<file path="src/rtl/hwdt_pkg.sv">
// Purpose: constants and types for the hardware watchdog timer
// Assumes: mclk is the oscillator clock, 125 MHz, one period is one oscillator period
// Notes: register byte address is four times the register index
package hwdt_pkg;
  // clock and machine cycle
  localparam int unsigned CLK_PERIOD_NS = 8;
  localparam int unsigned MC_CLKS = 6;
  localparam logic [2:0] MC_LAST = 3'(MC_CLKS - 1);
  // counter and prescaler sizes, overflow points
  localparam int unsigned CNT_W = 14;
  localparam int unsigned PRE_W = 7;
  localparam logic [13:0] OVF_14 = 14'h3FFF;
  localparam logic [13:0] OVF_10 = 14'h03FF;
  // unlock keys
  localparam logic [7:0] KEY_FIRST = 8'h1E;
  localparam logic [7:0] KEY_SECOND = 8'hE1;
  // register indices, byte address = index * 4
  localparam int unsigned ADDR_W = 12;
  localparam logic [9:0] IDX_RESTART = 10'h0A6;
  localparam logic [9:0] IDX_PRESCALE = 10'h0A7;
  localparam logic [9:0] IDX_STATUS = 10'h0A8;
  // prescale register fields
  localparam int unsigned PRG_W = 4;
  localparam int unsigned PRG_LEN_BIT = 3;
  localparam int unsigned PRG_SEL_LSB = 0;
  localparam int unsigned PRG_SEL_W = 3;
  localparam logic [3:0] PRG_RESET = 4'h0;
  // status register fields
  localparam int unsigned ST_EN_BIT = 0;
  localparam int unsigned ST_ARMED_BIT = 1;
  localparam int unsigned ST_PULSE_BIT = 2;
  // reset pulse: 96 oscillator periods
  localparam int unsigned RST_PULSE_TOSC = 96;
  localparam int unsigned OSC_PERIOD_NS = 8;
  localparam int unsigned RST_PULSE_NS = RST_PULSE_TOSC * OSC_PERIOD_NS;
  localparam int unsigned RST_PULSE_CLKS = (RST_PULSE_NS + CLK_PERIOD_NS - 1) / CLK_PERIOD_NS;
  localparam int unsigned RST_CNT_W = 7;
  // bus responses
  localparam logic [1:0] RESP_OKAY = 2'h0;
  localparam logic [1:0] RESP_DECERR = 2'h3;
  // unlock sequence states
  typedef enum logic [1:0] {
    SEQ_IDLE = 2'b01,
    SEQ_ARMED = 2'b10
  } hwdt_seq_t;
endpackage

</file>
<file path="src/rtl/hwdt_count.sv">
// Purpose: prescaler and 14-bit watchdog counter with overflow pulse
// Assumes: run is a one-cycle machine-cycle enable, clr restarts everything
// Notes: count value leaves only for checking, never toward software
`timescale 1ns/1ps
module hwdt_count #(
  parameter int unsigned CNT_W = 14,
  parameter int unsigned PRE_W = 7
) (
  // clock and reset
  input wire logic mclk,
  input wire logic rst_n,
  // control
  input wire logic clr,
  input wire logic run,
  input wire logic len_10,
  input wire logic [2:0] pre_sel,
  // results
  output logic ovf_q,
  output logic [CNT_W-1:0] cnt_q
);
  logic [PRE_W-1:0] pre_q;
  logic [PRE_W-1:0] pre_mask;
  logic pre_tick;
  logic [CNT_W-1:0] limit;

  // prescaler divides machine cycles by 2^pre_sel
  assign pre_mask = ~({PRE_W{1'b1}} << pre_sel);
  assign pre_tick = run && ((pre_q & pre_mask) == pre_mask);
  assign limit = len_10 ? CNT_W'(hwdt_pkg::OVF_10) : CNT_W'(hwdt_pkg::OVF_14);

  // prescale stage
  always_ff @(posedge mclk) begin
    if (!rst_n || clr) begin
      pre_q <= '0;
    end else if (run) begin
      pre_q <= pre_q + 1'b1;
    end
  end

  // main counter and overflow
  always_ff @(posedge mclk) begin
    if (!rst_n || clr) begin
      cnt_q <= '0;
      ovf_q <= 1'b0;
    end else begin
      ovf_q <= 1'b0;
      if (pre_tick) begin
        if (cnt_q == limit) begin
          cnt_q <= '0;
          ovf_q <= 1'b1;
        end else begin
          cnt_q <= cnt_q + 1'b1;
        end
      end
    end
  end
endmodule

</file>
<file path="src/rtl/hwdt_top.sv">
// Purpose: hardware watchdog timer with unlock sequence and reset-out pulse
// Assumes: AXI4-Lite master, one write and one read at a time
// Notes: overflow resets the watchdog itself and pulses the reset outputs
`timescale 1ns/1ps
module hwdt_top (
  // clock and reset
  input wire logic mclk,
  input wire logic rst_n,
  // AXI4-Lite write address
  input wire logic [11:0] s_axi_awaddr,
  input wire logic s_axi_awvalid,
  output logic s_axi_awready,
  // AXI4-Lite write data
  input wire logic [31:0] s_axi_wdata,
  input wire logic [3:0] s_axi_wstrb,
  input wire logic s_axi_wvalid,
  output logic s_axi_wready,
  // AXI4-Lite write response
  output logic [1:0] s_axi_bresp,
  output logic s_axi_bvalid,
  input wire logic s_axi_bready,
  // AXI4-Lite read address
  input wire logic [11:0] s_axi_araddr,
  input wire logic s_axi_arvalid,
  output logic s_axi_arready,
  // AXI4-Lite read data
  output logic [31:0] s_axi_rdata,
  output logic [1:0] s_axi_rresp,
  output logic s_axi_rvalid,
  input wire logic s_axi_rready,
  // oscillator state and reset outputs
  input wire logic osc_running,
  output logic rst_pin_out,
  output logic rst_pin_oe,
  output logic sys_reset
);
  // osc synchroniser
  logic osc_meta_q;
  logic osc_sync_q;
  // machine cycle divider
  logic [2:0] mc_div_q;
  logic mc_tick;
  // write channel state
  logic awready_q;
  logic wready_q;
  logic bvalid_q;
  logic [1:0] bresp_q;
  logic aw_have_q;
  logic w_have_q;
  logic [9:0] aw_idx_q;
  logic [7:0] w_data_q;
  logic w_lane0_q;
  logic wr_go;
  logic key_wr;
  logic key_ok;
  logic prg_wr;
  // read channel state
  logic arready_q;
  logic rvalid_q;
  logic [1:0] rresp_q;
  logic [31:0] rdata_q;
  logic [31:0] rd_val;
  logic [9:0] ar_idx;
  // watchdog state
  hwdt_pkg::hwdt_seq_t seq_q;
  logic en_q;
  logic [hwdt_pkg::PRG_W-1:0] prg_q;
  logic cnt_ovf;
  logic [hwdt_pkg::CNT_W-1:0] cnt_val;
  logic cnt_clr;
  logic cnt_run;
  // reset pulse
  logic [hwdt_pkg::RST_CNT_W-1:0] rst_cnt_q;
  logic rst_pin_q;
  logic sys_reset_q;

  // register index is mapped
  function automatic logic is_mapped(input logic [9:0] idx);
    is_mapped = (idx == hwdt_pkg::IDX_RESTART) ||
                (idx == hwdt_pkg::IDX_PRESCALE) ||
                (idx == hwdt_pkg::IDX_STATUS);
  endfunction

  // bring oscillator state into mclk domain
  always_ff @(posedge mclk) begin
    if (!rst_n) begin
      osc_meta_q <= 1'b0;
      osc_sync_q <= 1'b0;
    end else begin
      osc_meta_q <= osc_running;
      osc_sync_q <= osc_meta_q;
    end
  end

  // machine cycle enable, stops with the oscillator
  always_ff @(posedge mclk) begin
    if (!rst_n) begin
      mc_div_q <= 3'h0;
    end else if (osc_sync_q) begin
      mc_div_q <= (mc_div_q == hwdt_pkg::MC_LAST) ? 3'h0 : mc_div_q + 3'h1;
    end
  end
  assign mc_tick = osc_sync_q && (mc_div_q == hwdt_pkg::MC_LAST);

  // write decode
  assign wr_go = aw_have_q && w_have_q && !bvalid_q;
  assign key_wr = wr_go && w_lane0_q && (aw_idx_q == hwdt_pkg::IDX_RESTART);
  assign prg_wr = wr_go && w_lane0_q && (aw_idx_q == hwdt_pkg::IDX_PRESCALE);
  assign key_ok = key_wr && !rst_pin_q && (seq_q == hwdt_pkg::SEQ_ARMED) &&
                  (w_data_q == hwdt_pkg::KEY_SECOND);

  // write address, data and response channels
  always_ff @(posedge mclk) begin
    if (!rst_n) begin
      awready_q <= 1'b1;
      wready_q <= 1'b1;
      bvalid_q <= 1'b0;
      bresp_q <= hwdt_pkg::RESP_OKAY;
      aw_have_q <= 1'b0;
      w_have_q <= 1'b0;
      aw_idx_q <= 10'h000;
      w_data_q <= 8'h00;
      w_lane0_q <= 1'b0;
    end else begin
      if (s_axi_awvalid && awready_q) begin
        aw_have_q <= 1'b1;
        aw_idx_q <= s_axi_awaddr[11:2];
        awready_q <= 1'b0;
      end
      if (s_axi_wvalid && wready_q) begin
        w_have_q <= 1'b1;
        w_data_q <= s_axi_wdata[7:0];
        w_lane0_q <= s_axi_wstrb[0];
        wready_q <= 1'b0;
      end
      if (wr_go) begin
        aw_have_q <= 1'b0;
        w_have_q <= 1'b0;
        bvalid_q <= 1'b1;
        bresp_q <= is_mapped(aw_idx_q) ? hwdt_pkg::RESP_OKAY : hwdt_pkg::RESP_DECERR;
      end
      if (bvalid_q && s_axi_bready) begin
        bvalid_q <= 1'b0;
        awready_q <= 1'b1;
        wready_q <= 1'b1;
      end
    end
  end

  // unlock sequence tracker, reset also by overflow
  always_ff @(posedge mclk) begin
    if (!rst_n || cnt_ovf) begin
      seq_q <= hwdt_pkg::SEQ_IDLE;
    end else if (key_wr) begin
      unique case (seq_q)
        hwdt_pkg::SEQ_IDLE: begin
          seq_q <= (w_data_q == hwdt_pkg::KEY_FIRST) ? hwdt_pkg::SEQ_ARMED : hwdt_pkg::SEQ_IDLE;
        end
        hwdt_pkg::SEQ_ARMED: begin
          // any value but the first key ends the attempt
          seq_q <= (w_data_q == hwdt_pkg::KEY_FIRST) ? hwdt_pkg::SEQ_ARMED : hwdt_pkg::SEQ_IDLE;
        end
      endcase
    end
  end

  // enable: set by sequence, cleared only by reset or overflow
  always_ff @(posedge mclk) begin
    if (!rst_n) begin
      en_q <= 1'b0;
    end else if (cnt_ovf) begin
      en_q <= 1'b0;
    end else if (key_ok) begin
      en_q <= 1'b1;
    end
  end

  // prescale register: length select and prescale select
  always_ff @(posedge mclk) begin
    if (!rst_n || cnt_ovf) begin
      prg_q <= hwdt_pkg::PRG_RESET;
    end else if (prg_wr) begin
      prg_q <= w_data_q[hwdt_pkg::PRG_W-1:0];
    end
  end

  // counter control
  assign cnt_clr = !en_q || key_ok;
  assign cnt_run = en_q && mc_tick;
  hwdt_count #(
    .CNT_W(hwdt_pkg::CNT_W),
    .PRE_W(hwdt_pkg::PRE_W)
  ) u_count (
    .mclk(mclk),
    .rst_n(rst_n),
    .clr(cnt_clr),
    .run(cnt_run),
    .len_10(prg_q[hwdt_pkg::PRG_LEN_BIT]),
    .pre_sel(prg_q[hwdt_pkg::PRG_SEL_LSB +: hwdt_pkg::PRG_SEL_W]),
    .ovf_q(cnt_ovf),
    .cnt_q(cnt_val)
  );

  // reset pulse on pin and to the controller
  always_ff @(posedge mclk) begin
    if (!rst_n) begin
      rst_cnt_q <= '0;
      rst_pin_q <= 1'b0;
      sys_reset_q <= 1'b0;
    end else if (cnt_ovf) begin
      rst_cnt_q <= hwdt_pkg::RST_CNT_W'(hwdt_pkg::RST_PULSE_CLKS - 1);
      rst_pin_q <= 1'b1;
      sys_reset_q <= 1'b1;
    end else if (rst_cnt_q != '0) begin
      rst_cnt_q <= rst_cnt_q - 1'b1;
    end else begin
      rst_pin_q <= 1'b0;
      sys_reset_q <= 1'b0;
    end
  end

  // read data select, restart register reads as zero
  assign ar_idx = s_axi_araddr[11:2];
  always_comb begin
    rd_val = 32'h0000_0000;
    if (ar_idx == hwdt_pkg::IDX_PRESCALE) begin
      rd_val[hwdt_pkg::PRG_W-1:0] = prg_q;
    end else if (ar_idx == hwdt_pkg::IDX_STATUS) begin
      rd_val[hwdt_pkg::ST_EN_BIT] = en_q;
      rd_val[hwdt_pkg::ST_ARMED_BIT] = (seq_q == hwdt_pkg::SEQ_ARMED);
      rd_val[hwdt_pkg::ST_PULSE_BIT] = rst_pin_q;
    end
  end

  // read address and data channels
  always_ff @(posedge mclk) begin
    if (!rst_n) begin
      arready_q <= 1'b1;
      rvalid_q <= 1'b0;
      rresp_q <= hwdt_pkg::RESP_OKAY;
      rdata_q <= 32'h0000_0000;
    end else if (s_axi_arvalid && arready_q) begin
      arready_q <= 1'b0;
      rvalid_q <= 1'b1;
      rdata_q <= rd_val;
      rresp_q <= is_mapped(ar_idx) ? hwdt_pkg::RESP_OKAY : hwdt_pkg::RESP_DECERR;
    end else if (rvalid_q && s_axi_rready) begin
      rvalid_q <= 1'b0;
      arready_q <= 1'b1;
    end
  end

  // outputs straight from flops
  assign s_axi_awready = awready_q;
  assign s_axi_wready = wready_q;
  assign s_axi_bvalid = bvalid_q;
  assign s_axi_bresp = bresp_q;
  assign s_axi_arready = arready_q;
  assign s_axi_rvalid = rvalid_q;
  assign s_axi_rresp = rresp_q;
  assign s_axi_rdata = rdata_q;
  assign rst_pin_out = rst_pin_q;
  assign rst_pin_oe = rst_pin_q;
  assign sys_reset = sys_reset_q;
  // length of reset pulse, for checking only
  logic [7:0] hi_len_q;
  always_ff @(posedge mclk) begin
    if (!rst_n || !rst_pin_q) begin
      hi_len_q <= 8'h00;
    end else begin
      hi_len_q <= hi_len_q + 8'h01;
    end
  end
endmodule

</file>
<file path="config.mk">
export PLATFORM = sky130hd
export DESIGN_NAME = hwdt_top
export DESIGN_NICKNAME = d
export VERILOG_FILES = /design/src/rtl/hwdt_pkg.sv /design/src/rtl/hwdt_count.sv /design/src/rtl/hwdt_top.sv
export SDC_FILE = /design/constraint.sdc
export NUM_CORES = 1
export LEC_CHECK = 0
export BUFFER_PORTS_ARGS = -buffer_cell sky130_fd_sc_hd__buf_2
export CAP_MARGIN = 20
export CORE_MARGIN = 2
export CORE_UTILIZATION = 45
export CTS_CLUSTER_SIZE = 14
export DETAILED_ROUTE_END_ITERATION = 8
export PLACE_DENSITY = 0.8
export SYNTH_ARGS = -nofsm -noshare
export SYNTH_HDL_FRONTEND = slang
export SYNTH_SLANG_ARGS = --single-unit
</file>
<file path="constraint.sdc">
create_clock -name mclk -period 1.8 [get_ports mclk]
set_input_delay 0.36 -clock mclk [delete_from_list [all_inputs] [get_ports mclk]]
set_output_delay 0.36 -clock mclk [all_outputs]
set_load 0.05 [all_outputs]
</file>
==> flow_summary.yaml <==
outcome:
  status: "finished, violations left"
  violations: "setup timing"
route:
  via_per_inst: 5.17
  routed_wl_mm: 7.73
  drc: 0
  drtIter0Drc: 119
  post_drt_wl_per_cell_um: 13.0
  dr.pass1.iters: 4
  final_antenna_net_count: 0
  via_count: 3084
pwr:
  p_clk_share_pct: 35.6
  pwr-share-comb_pct: 19.0
  switchingPower_uw: 1230
  power_uw: 4040
  ir_worst_vdd_mv: 0.956
  powerDensity_nw_per_um2: 943
  switching_share_pct: 30.5
  leakagePower_uw: 0.00171
  pwr-share-seq_pct: 45.4
  p_int_uw: 2800
global_route:
  grt.total_usage_pct: 17.7
  globalRouteOverflowTotal: 0
  grt_max_degree: 25
  grt_first_pass_wirelength_mm: 12.2
  grt_pass1_vias: 2900
  antenna_found_initial: 0
clock_tree:
  cts_max_path_buffers: 2
  cts_sinks: 74
  htreeDepth: 3
  cts_inserted_buffers: 9
  clk_pin_slew_ns: 0.08
  cts_hold_buf: 0
  cts_tree: "built"
  insertion_delay_ns: 0.36
  cts_root_buffer: "clkbuf_8"
synth:
  synth_cells: 416
  synthTopCellsByArea: "dfxtp_1 (43%), a21oi_1 (7.3%), buf_4 (7.0%)"
  synth_flop_cell: "dfxtp_1"
  yosys-top-cells-count: "dfxtp_1 (74), nand2_1 (64), a21oi_1 (50), buf_4 (32), nor2_1 (28)"
  synth_cell_types: 51
  synth_enable_flop_cells: 0
  synth_warnings: 0
  syn_area_per_cell_um2: 8.28
  ys_ff_latch: 74
  yosys.area.top_type_share_pct: 43.0
  yosysMostFrequentCell: "dfxtp_1"
  synth_seq_area_share_pct: 43.0
  syn_area_um2: 3440
  postSynth.asyncResetShare_pct: 0
  synth_area_leader_cell: "dfxtp_1"
critical_path:
  cp-start-kind: "register"
  cp_max_fo: 6
  r2r_slack_ns: -0.03
  arrival_ns: 2.12
  critPathRequiredTime_ns: 2.09
  end_kind: "register"
  critical_path_class: "reg2reg"
floorplan:
  start_util_pct: 47.0
  die_h_um: 91.5
  die_x_um: 91.5
  dieArea_um2: 8370
  core_area_um2: 7330
  ios: 112
  rows: 31
final_layout:
  fill_cells: 641
  multi_input_area_um2: 1800
  nNetsFinal: 564
  diodes: 0
  layout-drive-gt1-share_pct: 26.2
  syn2layout_area_growth_pct: 24.3
  layout.area.seq_um2: 1490
  utilization_pct: 58.4
sta:
  max_freq_mhz: 546
  fin_crit_ns: 1.83
  setup_viol_count_final: 5
  hold_viol_final: 0
  worst_slack_ns: -0.0304
  fin_worst_skew_ns: 0.0100
  min_period_over_period_pct: 102
  drv_slew: 0
  rsz0062_at_grt: "yes"
placement:
  dp_hpwl_mm: 5.47
  port_buffers: 52
  place_congestion: 0.821
flow_run:
  cap_viol_max_count: 0
min_path:
  hold_class: "in2reg"
-- logic make-up after synthesis --
logic type | Yosys count | synth area share (%)
and+or+nand+nor | 178 | 26.8
AOI/OAI and AO/OA | 87 | 15.0
DFF | 74 | 43.0
buffers and inverters | 59 | 10.2
xor gates and xnor gates | 11 | 2.80
adders and majority gates | 4 | 1.45
muxes | 2 | 0.581
other | 1 | 0.109
-- cells in the final DEF (no fill, tap or decap), types with 4 or more instances in the layout --
| master | instances |
|---|---|
| o21ai_0 | 13 |
| nand3b_1 | 4 |
| xor2_1 | 4 |
| xnor2_1 | 7 |
| nor4_1 | 5 |
| and2_1 | 9 |
| conb_1 | 28 |
| nor2b_1 | 4 |
| clkbuf_8 | 9 |
| o21a_1 | 4 |
| ha_1 | 4 |
| nand2_1 | 64 |
| a21oi_2 | 8 |
| or3_1 | 6 |
| nand2b_1 | 6 |
| nand3_1 | 13 |
| buf_2 | 52 |
| buf_4 | 26 |
| inv_1 | 12 |
| a21oi_1 | 42 |
| o31ai_1 | 4 |
| dfxtp_1 | 70 |
| nor3_1 | 11 |
| nor2_1 | 28 |
-- final timing paths --
path | endpoint | from | cells after the start
setup / recovery | u_count.cnt_q[4]$_SDFFE_PP0P_ | prg_q[1]$_SDFFE_PP0P_ | 6
hold / removal | s_axi_awready$_SDFFE_PP1P_ | s_axi_awvalid | 2
hold reg to reg | osc_sync_q$_SDFF_PN0_ | osc_meta_q$_SDFF_PN0_ | 1
setup reg to reg | u_count.cnt_q[4]$_SDFFE_PP0P_ | prg_q[1]$_SDFFE_PP0P_ | 6
-- state kept, by name, summed over array words and instances (netlist names), 2 cells and up --
name and flops:
u_count.cnt_q 14, u_count.pre_q 7, aw_idx_q 10, rst_cnt_q 7, mc_div_q 3, s_axi_rdata 4, w_data_q 8, prg_q 4
seq_q 2
-- per-layer routing --
layer	part of all wire, %	up-vias	track usage, %	routed length (um)
met3	4.2	14	5.39	328
met2	51	81	31.3	3970
met4	1.9	0	7.32	143
met5	0	-	0	0
met1	43	1453	19.5	3290
li1	-	1536	-	-
-- final cells by class --
cell class              instances  share of cell area [%]
repair buffers                 85                    13.9
clock inverters                 7                    2.31
clock buffers                   9                    2.89
inverters                      12                    1.05
flip-flops and latches         74                    34.8
well taps                      99                    2.89
multi-input cells             310                    42.1
-- timing repair --
item / in CTS / in global routing
resized for setup: 2 / 27
setup endpoints to repair: 7 / 10
cloned: 0 / 3
buffers inserted: 0 / 4
pin swaps: 2 / 17
-- worst max-delay path, stage by stage, from the launching register on --
cell and delay (ns):
dfxtp_4 0.37, nand2b_4 0.15, o221ai_4 0.20, o2111ai_4 0.21, buf_12 0.19, or4b_1 0.50, a21oi_1 0.14
-- power by group through the flow --
| stage | Combinational [uW] | Sequential, uW | Clock [uW] |
|---|---|---|---|
| after global placement | 730 | 1860 | 0 |
| after floorplan | 618 | 1900 | 0 |
| after detailed placement | 759 | 1870 | 0 |
| final | 766 | 1830 | 1440 |
| after global routing | 840 | 1850 | 1520 |
| after CTS | 763 | 1830 | 1460 |
-- stage by stage --
stage          instances  area (um^2)  hold WS, ns  setup WS, ns  TNS, ns
2_1_floorplan        443         3550        0.412        0.0378        0
3_3_place_gp         573         3830        0.431        0.0221        0
3_5_place_dp         573         3830        0.436       -0.0396  -0.0900
4_1_cts              589         4060        0.202       0.00346        0
5_1_grt              596         4280        0.208       -0.0833   -0.763
6_report             596         4280        0.205       -0.0304  -0.0785
Note: power is estimated with default switching activity, not from simulation.
